**config.mk**
```make
export PLATFORM = sky130hd
export DESIGN_NAME = urx_receiver
export DESIGN_NICKNAME = d
export VERILOG_FILES = /design/src/urx_pkg.sv /design/src/urx_receiver.sv
export VERILOG_INCLUDE_DIRS = /design/src /design/src/src
export SDC_FILE = /design/constraint.sdc
export NUM_CORES = 2
export LEC_CHECK = 0
export BUFFER_PORTS_ARGS = -buffer_cell sky130_fd_sc_hd__buf_2
export CAP_MARGIN = 20
export CORE_MARGIN = 3
export CORE_UTILIZATION = 35
export CTS_CLUSTER_SIZE = 28
export DETAILED_ROUTE_END_ITERATION = 7
export PLACE_DENSITY = 0.52
export SLEW_MARGIN = 5
export SYNTH_ARGS = -nofsm -noshare
export SYNTH_HDL_FRONTEND = slang
export SYNTH_SLANG_ARGS = --single-unit
```
**constraint.sdc**
```tcl
create_clock -name ref_clk -period 5.3 [get_ports ref_clk]
set_clock_uncertainty 0.05 [all_clocks]
set_input_delay 0.795 -clock ref_clk [delete_from_list [all_inputs] [get_ports ref_clk]]
set_output_delay 0.795 -clock ref_clk [all_outputs]
set_load 0.1 [all_outputs]
```
**src/urx_defines.svh**
```systemverilog
// Register offsets, field positions, reset values and counts of the receiver.
`ifndef URX_DEFINES_SVH
`define URX_DEFINES_SVH

`define URX_ADDR_W        12
`define URX_OFF_MODE      12'h000
`define URX_OFF_COMMAND   12'h004
`define URX_OFF_STATUS    12'h008
`define URX_OFF_INTSTAT   12'h00C
`define URX_OFF_DATA      12'h010
`define URX_OFF_INTMASK   12'h014
`define URX_OFF_DIVISOR   12'h018

`define URX_MODE_RST      6'h00
`define URX_MODE_X16      0
`define URX_MODE_LEN_LO   1
`define URX_MODE_LEN_HI   2
`define URX_MODE_PAR_EN   3
`define URX_MODE_PAR_ODD  4
`define URX_MODE_WAKE     5

`define URX_CMD_ENABLE    0
`define URX_CMD_DISABLE   1
`define URX_CMD_RESET     2
`define URX_CMD_ERR_RST   3

`define URX_MASK_RST      3'h0
`define URX_MASK_CHAR     0
`define URX_MASK_BRK      1
`define URX_MASK_GP       2

`define URX_DIV_RST       16'h0000

`define URX_DEPTH         256
`define URX_PTR_W         8
`define URX_LEN_BASE      3'h4
`define URX_HALF_TICK     4'h7
`define URX_LAST_TICK     4'hF

`endif

```
**src/urx_pkg.sv**
```systemverilog
// Types shared by the serial receiver.
package urx_pkg;

  typedef enum logic [6:0] {
    URX_IDLE  = 7'b000_0001,
    URX_START = 7'b000_0010,
    URX_DATA  = 7'b000_0100,
    URX_PAR   = 7'b000_1000,
    URX_STOP  = 7'b001_0000,
    URX_FCHK  = 7'b010_0000,
    URX_BRK   = 7'b100_0000
  } urx_state_e;

  typedef struct packed {
    logic       brk;
    logic       fe;
    logic       pe;
    logic [7:0] data;
  } urx_entry_s;

endpackage

```
**src/urx_receiver.sv**
```systemverilog
// Serial receive channel with receive queue and APB register slave.
//
// The implementer's own choices: the address map and the APB slave port.
`include "urx_defines.svh"
`timescale 1ns/1ps
`default_nettype none

module urx_receiver
  import urx_pkg::*;
(
  input  wire logic                   ref_clk,
  input  wire logic                   rst_n,
  input  wire logic                   psel,
  input  wire logic                   penable,
  input  wire logic                   pwrite,
  input  wire logic [`URX_ADDR_W-1:0] paddr,
  input  wire logic [31:0]            pwdata,
  output logic                        pready,
  output logic [31:0]                 prdata,
  output logic                        pslverr,
  input  wire logic                   serial_in,
  input  wire logic                   bit_rate_clock,
  output logic                        interrupt_request_n,
  output logic                        gp_pin_out
);

  urx_state_e              st_r;
  logic [5:0]              mode_r;
  logic [2:0]              mask_r;
  logic [15:0]             div_r;
  logic [15:0]             div_cnt_r;
  logic                    en_r;
  logic                    rxd_m_r;
  logic                    rxd_s_r;
  logic                    rxd_last_r;
  logic                    bclk_m_r;
  logic                    bclk_s_r;
  logic                    bclk_d_r;
  logic [3:0]              cnt_r;
  logic [2:0]              bitn_r;
  logic [7:0]              shreg_r;
  logic                    par_bit_r;
  logic                    hi_r;
  urx_entry_s              pend_r;
  logic                    pend_v_r;
  urx_entry_s              mem [`URX_DEPTH];
  logic [`URX_PTR_W-1:0]   wr_ptr_r;
  logic [`URX_PTR_W-1:0]   rd_ptr_r;
  logic [`URX_PTR_W:0]     count_r;
  logic                    overrun_r;
  logic                    brk_chg_r;
  logic                    x16;
  logic                    tick;
  logic                    bclk_rise;
  logic                    samp;
  logic                    fall;
  logic                    active;
  logic                    char_zero;
  logic                    done;
  logic                    is_break;
  logic                    brk_end;
  logic                    start_ok;
  logic                    full;
  logic                    empty;
  logic                    push;
  logic                    pop;
  logic                    setup;
  logic                    wr_acc;
  logic                    cmd_wr;
  logic                    err_rst;
  logic                    rx_rst;
  logic [2:0]              last_bit;
  urx_entry_s              entry;
  urx_entry_s              head;
  logic [1:0]              intstat;
  logic                    mapped;
  logic [31:0]             rdata;

  always_comb
  begin
    x16       = mode_r[`URX_MODE_X16];
    tick      = (div_cnt_r == div_r);
    bclk_rise = bclk_s_r & ~bclk_d_r;
    samp      = x16 ? (tick && cnt_r == `URX_LAST_TICK) : bclk_rise;
    fall      = rxd_last_r & ~rxd_s_r;
    active    = en_r | mode_r[`URX_MODE_WAKE];
    last_bit  = `URX_LEN_BASE + {1'b0, mode_r[`URX_MODE_LEN_HI:`URX_MODE_LEN_LO]};
    char_zero = (shreg_r == 8'h00) && !(mode_r[`URX_MODE_PAR_EN] && par_bit_r);
    done      = (st_r == URX_STOP) && samp;
    is_break  = done && char_zero && !rxd_s_r;
    brk_end   = (st_r == URX_BRK) && samp && rxd_s_r && hi_r;
    start_ok  = (st_r == URX_START || st_r == URX_FCHK) && !rxd_s_r &&
                (x16 ? (tick && cnt_r == `URX_HALF_TICK)
                     : bclk_rise);
    entry.brk = is_break;
    entry.fe  = done && !char_zero && !rxd_s_r;
    entry.pe  = !is_break && mode_r[`URX_MODE_PAR_EN] &&
                ((^shreg_r ^ par_bit_r) != mode_r[`URX_MODE_PAR_ODD]);
    entry.data = is_break ? 8'h00 : shreg_r;
    full      = (count_r == (`URX_PTR_W+1)'(`URX_DEPTH));
    empty     = (count_r == '0);
    push      = pend_v_r && !full;
    head      = mem[rd_ptr_r];
    setup     = psel && !penable;
    wr_acc    = psel && penable && pwrite;
    cmd_wr    = wr_acc && (paddr == `URX_OFF_COMMAND);
    err_rst   = cmd_wr && pwdata[`URX_CMD_ERR_RST];
    rx_rst    = cmd_wr && pwdata[`URX_CMD_RESET];
    pop       = psel && penable && !pwrite &&
                (paddr == `URX_OFF_DATA) && !empty;
    intstat   = {brk_chg_r, !empty};
  end

  assign pready = 1'b1;

  // Two stage synchronisers; the second stage feeds the logic, and a third stage delays it for edge detection.
  always_ff @(posedge ref_clk or negedge rst_n)
  begin
    if (!rst_n)
    begin
      rxd_m_r    <= 1'b1;
      rxd_s_r    <= 1'b1;
      rxd_last_r <= 1'b1;
      bclk_m_r   <= 1'b0;
      bclk_s_r   <= 1'b0;
      bclk_d_r   <= 1'b0;
    end
    else
    begin
      rxd_m_r    <= serial_in;
      rxd_s_r    <= rxd_m_r;
      rxd_last_r <= rxd_s_r;
      bclk_m_r   <= bit_rate_clock;
      bclk_s_r   <= bclk_m_r;
      bclk_d_r   <= bclk_s_r;
    end
  end

  // Fast tick divider, restarted on a start edge so bit centres track it.
  always_ff @(posedge ref_clk or negedge rst_n)
  begin
    if (!rst_n)
      div_cnt_r <= 16'h0000;
    else if ((st_r == URX_IDLE && fall) || tick)
      div_cnt_r <= 16'h0000;
    else
      div_cnt_r <= div_cnt_r + 16'h0001;
  end

  // Receive sequence.
  always_ff @(posedge ref_clk or negedge rst_n)
  begin
    if (!rst_n)
    begin
      st_r      <= URX_IDLE;
      cnt_r     <= 4'h0;
      bitn_r    <= 3'h0;
      shreg_r   <= 8'h00;
      par_bit_r <= 1'b0;
      hi_r      <= 1'b0;
    end
    else if (!active || rx_rst)
      st_r <= URX_IDLE;
    else
    begin
      if (tick && st_r != URX_IDLE)
        cnt_r <= cnt_r + 4'h1;
      if (start_ok)
      begin
        st_r      <= URX_DATA;
        cnt_r     <= 4'h0;
        bitn_r    <= 3'h0;
        shreg_r   <= 8'h00;
        par_bit_r <= 1'b0;
      end
      else
      begin
        case (st_r)
          URX_IDLE:
            if (fall)
            begin
              st_r  <= URX_START;
              cnt_r <= 4'h0;
            end
          URX_START, URX_FCHK:
            if ((x16 ? tick : bclk_rise) && rxd_s_r)
              st_r <= URX_IDLE;
          URX_DATA:
            if (samp)
            begin
              shreg_r[bitn_r] <= rxd_s_r;
              bitn_r          <= bitn_r + 3'h1;
              if (bitn_r == last_bit)
                st_r <= mode_r[`URX_MODE_PAR_EN] ? URX_PAR : URX_STOP;
            end
          URX_PAR:
            if (samp)
            begin
              par_bit_r <= rxd_s_r;
              st_r      <= URX_STOP;
            end
          URX_STOP:
            if (samp)
            begin
              hi_r <= 1'b0;
              if (is_break)
                st_r <= URX_BRK;
              else if (entry.fe)
                st_r <= URX_FCHK;
              else
                st_r <= URX_IDLE;
            end
          URX_BRK:
            if (samp)
            begin
              hi_r <= rxd_s_r;
              if (brk_end)
                st_r <= URX_IDLE;
            end
          default:
            st_r <= URX_IDLE;
        endcase
      end
    end
  end

  // Hold register between the shift register and the queue.
  always_ff @(posedge ref_clk or negedge rst_n)
  begin
    if (!rst_n)
    begin
      pend_r   <= '0;
      pend_v_r <= 1'b0;
    end
    else if (rx_rst)
      pend_v_r <= 1'b0;
    else if (done)
    begin
      pend_r   <= entry;
      pend_v_r <= 1'b1;
    end
    else if (push)
      pend_v_r <= 1'b0;
  end

  // Receive queue storage and pointers.
  always_ff @(posedge ref_clk)
  begin
    if (push)
      mem[wr_ptr_r] <= pend_r;
  end

  always_ff @(posedge ref_clk or negedge rst_n)
  begin
    if (!rst_n)
    begin
      wr_ptr_r <= '0;
      rd_ptr_r <= '0;
      count_r  <= '0;
    end
    else if (rx_rst)
    begin
      wr_ptr_r <= '0;
      rd_ptr_r <= '0;
      count_r  <= '0;
    end
    else
    begin
      if (push)
        wr_ptr_r <= wr_ptr_r + 1'b1;
      if (pop)
        rd_ptr_r <= rd_ptr_r + 1'b1;
      if (push && !pop)
        count_r <= count_r + 1'b1;
      else if (pop && !push)
        count_r <= count_r - 1'b1;
    end
  end

  // Sticky conditions kept outside the queue; a set wins over a clear.
  always_ff @(posedge ref_clk or negedge rst_n)
  begin
    if (!rst_n)
    begin
      overrun_r <= 1'b0;
      brk_chg_r <= 1'b0;
    end
    else
    begin
      if (start_ok && pend_v_r && full)
        overrun_r <= 1'b1;
      else if (err_rst || rx_rst)
        overrun_r <= 1'b0;
      if (is_break || brk_end)
        brk_chg_r <= 1'b1;
      else if (err_rst)
        brk_chg_r <= 1'b0;
    end
  end

  // Software registers.
  always_ff @(posedge ref_clk or negedge rst_n)
  begin
    if (!rst_n)
    begin
      mode_r <= `URX_MODE_RST;
      mask_r <= `URX_MASK_RST;
      div_r  <= `URX_DIV_RST;
      en_r   <= 1'b0;
    end
    else
    begin
      if (wr_acc && paddr == `URX_OFF_MODE)
        mode_r <= pwdata[5:0];
      if (wr_acc && paddr == `URX_OFF_INTMASK)
        mask_r <= pwdata[2:0];
      if (wr_acc && paddr == `URX_OFF_DIVISOR)
        div_r <= pwdata[15:0];
      if (rx_rst || (cmd_wr && pwdata[`URX_CMD_DISABLE]))
        en_r <= 1'b0;
      else if (cmd_wr && pwdata[`URX_CMD_ENABLE])
        en_r <= 1'b1;
    end
  end

  always_comb
  begin
    mapped = 1'b1;
    rdata  = 32'h0000_0000;
    case (paddr)
      `URX_OFF_MODE:    rdata = {26'h000_0000, mode_r};
      `URX_OFF_COMMAND: rdata = 32'h0000_0000;
      `URX_OFF_STATUS:  rdata = {24'h00_0000, head.brk & ~empty,
                                 head.fe & ~empty, head.pe & ~empty,
                                 overrun_r, 1'b0, en_r, full, ~empty};
      `URX_OFF_INTSTAT: rdata = {30'h0000_0000, intstat};
      `URX_OFF_DATA:    rdata = {24'h00_0000, empty ? 8'h00 : head.data};
      `URX_OFF_INTMASK: rdata = {29'h0000_0000, mask_r};
      `URX_OFF_DIVISOR: rdata = {16'h0000, div_r};
      default:          mapped = 1'b0;
    endcase
  end

  // Read data and error are captured in the setup cycle.
  always_ff @(posedge ref_clk or negedge rst_n)
  begin
    if (!rst_n)
    begin
      prdata  <= 32'h0000_0000;
      pslverr <= 1'b0;
    end
    else if (setup)
    begin
      prdata  <= pwrite ? 32'h0000_0000 : rdata;
      pslverr <= !mapped;
    end
  end

  always_ff @(posedge ref_clk or negedge rst_n)
  begin
    if (!rst_n)
    begin
      interrupt_request_n <= 1'b1;
      gp_pin_out          <= 1'b0;
    end
    else
    begin
      interrupt_request_n <= !(active && |(intstat & mask_r[1:0]));
      gp_pin_out          <= active && mask_r[`URX_MASK_GP] && !empty;
    end
  end

endmodule

`default_nettype wire

```
Yosys cells after proc, flatten, opt, wreduce, memory -nomap -nowiden
Memories as Yosys holds them, arrays and structs flattened.
Cells that the tools add are included.
{ "op_classes": {"eq_ne": 30, "n_reduce_logical": 84, "n_bitwise": 14, "magnitude_cmp": 2, "add_sub_neg": 8, "muxes": 59} }
{ "ops": {"columns": ["operator", "n"], "rows": [
  ["case mux 16 bit (6 select lines)", 1],
  ["2-to-1 mux 7 bit", 11],
  ["2-to-1 mux 8 bit", 9],
  ["logical AND 1 bit", 42],
  ["case mux 7 bit (6 select lines)", 1],
  ["== test 12 x 5 -> 1 bit, second input constant", 3],
  ["2-to-1 mux 32 bit", 1],
  ["2-to-1 mux 9 bit", 3],
  ["== test 12 x 4 -> 1 bit, second input constant", 2],
  ["2-to-1 mux 1 bit", 20],
  ["nonzero test 2 bit", 9],
  ["adder 16 x 1 -> 16 bit, second input constant", 1],
  ["adder 8 x 1 -> 8 bit, second input constant", 2],
  ["== test 16 bit", 1],
  ["2-to-1 mux 16 bit", 1],
  ["2-to-1 mux 4 bit", 4],
  ["!= test 4 x 3 -> 1 bit, second input constant", 4],
  ["!= test 4 bit, second input constant", 4],
  ["zero test 1 bit", 13],
  ["== test 12 x 3 -> 1 bit, second input constant", 1],
  ["zero test 12 bit", 1],
  ["adder 9 x 1 -> 9 bit, second input constant", 1],
  ["== test 9 bit, second input constant", 1],
  ["zero test 9 bit", 1],
  ["40 further kinds", 60]
]} }
{ "totals": {"output_inout_bits": 36, "reg_bits": 146, "memories": 1, "elab_cells": 229, "ramBits": 2816} }
{ "memory_table": {"columns": ["name", "depth", "width", "rd", "rd_ports_with_merged_regs", "write_ports", "line_no", "source"], "rows": [
  ["mem", 256, 11, 1, 0, 1, "urx_receiver.sv:46", "urx_entry_s mem [`URX_DEPTH];"]
]} }

Depth between registers and ports, before layout
{ "logic_depth": {"depth_word": 12, "mapped_depth": 15} }

Worst setup path before layout
OpenSTA, ideal clock, no wires.
{ "synth_path": {"path_kind": "input to register", "start": "in paddr[7]", "end": "reg count_r[8]", "path_buffers": 1, "setup_slack_ns": 0.794, "cell_stages": 15, "required_ns": 5.164, "arrival_time_ns": 4.370, "path_cell_list": "or4_1 clkbuf_2 or4_4 nor4b_4 nor2_1 inv_1 ha_1 nor2b_1 o21ai_0 a21boi_0 o21ai_0 a21oi_1 or3_1 and3b_1 nor3_1"} }
{ "synth_via": {"elab_chain_len": 7, "elab_cells_between_ends": 12} }
{ "synth_rtl": {"columns": ["element", "line_no", "source"], "rows": [
  ["start: declaration", "urx_receiver.sv:16", "input wire logic [`URX_ADDR_W-1:0] paddr,"],
  ["== test 12 x 5 -> 1 bit", null, null],
  ["logical AND 1 bit (2 in a row)", "urx_receiver.sv:109", "pop = psel && penable && !pwrite &&"],
  ["zero test 1 bit", "urx_receiver.sv:273", "if (push && !pop)"],
  ["logical AND 1 bit", "urx_receiver.sv:273", null],
  ["2-to-1 mux 9 bit", "urx_receiver.sv:273", null],
  ["2-to-1 mux 9 bit", "urx_receiver.sv:261", "else if (rx_rst)"],
  ["end signal: assignment", "urx_receiver.sv:274", "count_r <= count_r + 1'b1;"],
  ["end signal: assignment", "urx_receiver.sv:276", "count_r <= count_r - 1'b1;"],
  ["end: declaration", "urx_receiver.sv:49", "logic [`URX_PTR_W:0] count_r;"]
]} }
Several ways; a longest one is shown, not always the timed one.
A chain may end at the register's enable or synchronous reset.

Final worst setup path
{ "layout_path": {"start": "reg rd_ptr_r[0]", "end": "reg prdata[6]"} }
{ "layout_via": {"elab_chain_len": 4, "elab_cells_between_ends": 5} }
{ "layout_rtl": {"columns": ["element", "line_no", "source"], "rows": [
  ["start: declaration", "urx_receiver.sv:48", "logic [`URX_PTR_W-1:0] rd_ptr_r;"],
  ["start signal: assignment", "urx_receiver.sv:272", "rd_ptr_r <= rd_ptr_r + 1'b1;"],
  ["memory (256 x 11 bit) *", null, null],
  ["2-to-1 mux 8 bit or AND 1 bit (tied branches)", "urx_receiver.sv:337, urx_receiver.sv:334", null],
  ["case mux 16 bit (6 select lines) *", "urx_receiver.sv:330", "case (paddr)"],
  ["2-to-1 mux 32 bit *", "urx_receiver.sv:354", "prdata <= pwrite ? 32'h0000_0000 : rdata;"],
  ["end signal: assignment", "urx_receiver.sv:354", null],
  ["end: declaration", "urx_receiver.sv:19", "output logic [31:0] prdata,"]
]} }
Every way passes the cells marked *; elsewhere a longest branch is shown, timed or not.

==> metrics.md <==
| Metric | Value |
|---|---|
| Setup Fix Bufs, Post-CTS | `0` |
| Power Density | `347.4 mW/mm^2` |
| Commonest non-fill, non-tap cell in the layout | `edfxtp_1` |
| Site Rows | `210` |
| Main combinational cell family by area after synthesis | `multiplexers` |
| Reg2Reg Setup Slack | `0.84 ns` |
| Max stage delay on crit path | `0.92 ns` |
| CTS tree | `yes` |
| DRT iter0 DRCs | `7112` |
| CP top delay family | `multiplexers` |
| Max_slew headroom | `19.89%` |
| Sequential fraction of the synthesis area | `76.10%` |
| Hold WS | `0.07118 ns` |
| Nets | `6292` |
| EDFF count, synth | `2816` |
| Gpl congestion | `0.8550` |
| Buffers on Ports | `53` |
| Worst Path Buf+Inv | `2` |
| Post-route ant nets | `0` |
| Mux cell area share after synthesis | `15.50%` |
| Total grt overflow | `0` |
| Vias per inst | `5.538` |
| Hold Startpoint | `pwdata[8]` |
| Critical path endpoint category | `flop` |
| Synth top area share | `73.27%` |
| First-pass GRT wire length | `478000 um` |
| Post-Synth Adder-Cell Area | `0.2342%` |
| VDD IR max | `264.8 uV` |
| Met3 WL | `27420 um` |
| Die ar. | `0.3367 mm^2` |
| Dominant cells by area after synthesis | `edfxtp_1 (73%), mux4_2 (13%), dfrtp_1 (2.7%)` |
| Area of the core | `0.3277 mm^2` |
| Placed cells | `10240` |
| Remaining DRCs | `0` |
| Synthesized instance count | `5690` |
| Pin count of the biggest net entering global routing | `178` |
| Most frequent cells in the layout | `edfxtp_1 (2816), mux4_2 (682), buf_4 (428), nor2_1 (360), clkbuf_16 (319)` |
| Post-DP Area | `0.1241 mm^2` |
| Fin crit period | `4.458 ns` |
| Initial Utilization | `35.22%` |
| CTS max path bufs | `4` |
| Post-synthesis compound-gate area fraction | `2.903%` |
| Post-Synth XOR/XNOR Area | `0.4402%` |
| Largest area contributor in the netlist | `edfxtp_1` |
| Clock latency on the worst-skew pair | `0.90 ns` |
| IO Pins | `87` |
| Clock Root Buffer | `clkbuf_16` |
| Post-synth cell types | `80` |
| CP required | `6.02 ns` |
| Simple-Gate Fraction of Synth Area | `3.378%` |
| Post-DR wirelength/cell | `31.51 um` |
| Finished Layout Cells | `10820` |
| PostCTS Resize Cnt | `0` |
| Final wirelength | `340900 um` |
| Pre-antenna DRT Iters | `8` |
| Worst-margin pin slew | `1.202 ns` |
| Vias in the first global route | `60100` |
| Die Y-Extent | `580.2 um` |
| Worst path slowest cell | `dfrtp_4` |
| Period utilization | `84.12%` |
| Vias | `59910` |
| Top layer in use | `met5` |
| WL met2 | `158300 um` |
| Max-Cap Viols | `0` |
| Register bit total from synthesis | `2946` |
| Layout area overhead | `16.12%` |
| Antenna violations before repair | `15` |
| Crit Path Class | `flop to flop` |
| Setup TNS Final | `0 ns` |
| Final hold viol count | `0` |
| Asr flop ratio synth | `4.413%` |
| CTS buffer count | `316` |
| Static leakage | `0.04257 uW` |
| Wl on met1 | `143800 um` |
| H-tree levels | `5` |
| Netlist Area Pre-Place | `0.1154 mm^2` |
| DP HPWL | `213300 um` |
| RSZ-0062 raised after global routing | `no` |
| Final Max Slew Viols | `0` |
| Peak fanout along the critical path | `33` |
| Hold Crit Class | `primary input to flop` |
| Tot Pwr | `46550 uW` |
| Total Routing Usage GR | `19.90%` |
| Outcome | `finished clean` |
| Crit Reg-Reg Startpoint | `rd_ptr_r[0]` |
| Peak Freq | `224.3 MHz` |
| Worst path cell trace | `buf_12 -> buf_4 -> mux4_2 -> mux4_2 -> nor4_1 -> nor4_1 -> o221ai_1 -> o21ai_0 -> nor2_1 -> o21ai_0` |
| Clock sinks | `2946` |
| Final Cell Area | `0.1340 mm^2` |
| Synth Flop Type | `edfxtp_1` |
| Share of cells above drive strength 1 | `27.31%` |
| Endpoints failing setup | `0` |
| CP Launch Type | `flop` |
| Die W | `580.2 um` |
| Crit path DAT | `5.18 ns` |
| Syn Area/Cell | `20.28 um^2` |
| Clock transition at path regs | `0.06 ns` |
| Crit path launch | `rd_ptr_r[0]` |
| Yosys Warn Count | `0` |
-- worst register-to-register path: cells and delay by family, from the launching register on --
family / cells / cell delay [ns]
mux: 2 / 1.09
simple gates: 3 / 1.05
flops: 1 / 0.92
buf+inv: 2 / 0.66
compound gates: 3 / 0.56
-- cell usage after synthesis, drive strengths merged, types with 22 or more instances --
| cell | n |
|---|---|
| edfxtp | 2816 |
| mux4 | 682 |
| nor2 | 371 |
| nand2 | 248 |
| mux2i | 200 |
| clkbuf | 188 |
| buf | 156 |
| dfrtp | 125 |
| a21oi | 83 |
| a22oi | 78 |
| o21ai | 71 |
| nand3 | 56 |
| mux2 | 47 |
| xnor2 | 43 |
| o221ai | 40 |
| o22ai | 35 |
| nor3 | 34 |
| inv | 31 |
| a31oi | 29 |
| nor2b | 24 |
| and3 | 23 |
| nand4 | 22 |
| nor4 | 22 |
-- area by class of cell --
class,instances,area (um^2)
timing repair buffer,541,4602
antenna,3,7.507
sequential,2946,87880
tap,4346,5438
clock buffer,405,8315
inverter,32,130.1
clock inverter,162,1534
fill,28900,193600
multi-input combinational,2383,26110
-- per-layer routing --
metal  global-route usage, %  vias to the layer above
li1                        -                    24520
met1                   28.19                    32330
met2                   31.07                     2518
met3                   3.999                      545
met4                   6.001                        4
met5                       0                        -
-- state kept, by name (all words and copies together) (netlist names), 7 cells and up --
register and count:
mem 2816, div_cnt_r 16, div_r 16, prdata 16, pend_r 11, count_r 9
rd_ptr_r 8, shreg_r 8, wr_ptr_r 8, st_r 7
-- what timing repair did --
item,CTS,global route
endpoints found under the setup margin,0,0
hold endpoints to repair,100,0
hold buffers,3,0
-- kinds of logic (layout without fill, tap and decap cells) --
kind of cell | after synthesis | count (layout)
fa+ha+maj | 21 | 21
flops | 2946 | 2946
compound gates | 483 | 483
other cells | 2 | 20
xor+xnor | 58 | 58
simple gates | 875 | 875
buf+inv | 376 | 1140
mux | 929 | 929
-- power by group --
group / switching [uW] / total, uW / internal, uW
registers: 5.82 / 25100 / 25100
logic: 150 / 199 / 49.6
clock network: 9250 / 21200 / 12000
total: 9410 / 46600 / 37100
-- final timing paths --
kind / end / cells past startpoint
worst max-delay path: prdata[6] / 10
worst min-delay path: div_r[8] / 2
worst max register to register: prdata[6] / 10
worst min register to register: bclk_s_r / 0
max in group asynchronous: rd_ptr_r[0] / 3
min in group asynchronous: pend_r[8] / 2
-- through the flow --
stage	util [%]	worst slack (ns)
after global placement	37.83	0.2859
after detailed placement	37.87	0.4440
after CTS	40.88	0.9262
after global routing	40.90	0.8520
after floorplan	-	0.7939
final	40.90	0.8418
Power figures use the tool's default switching activity.
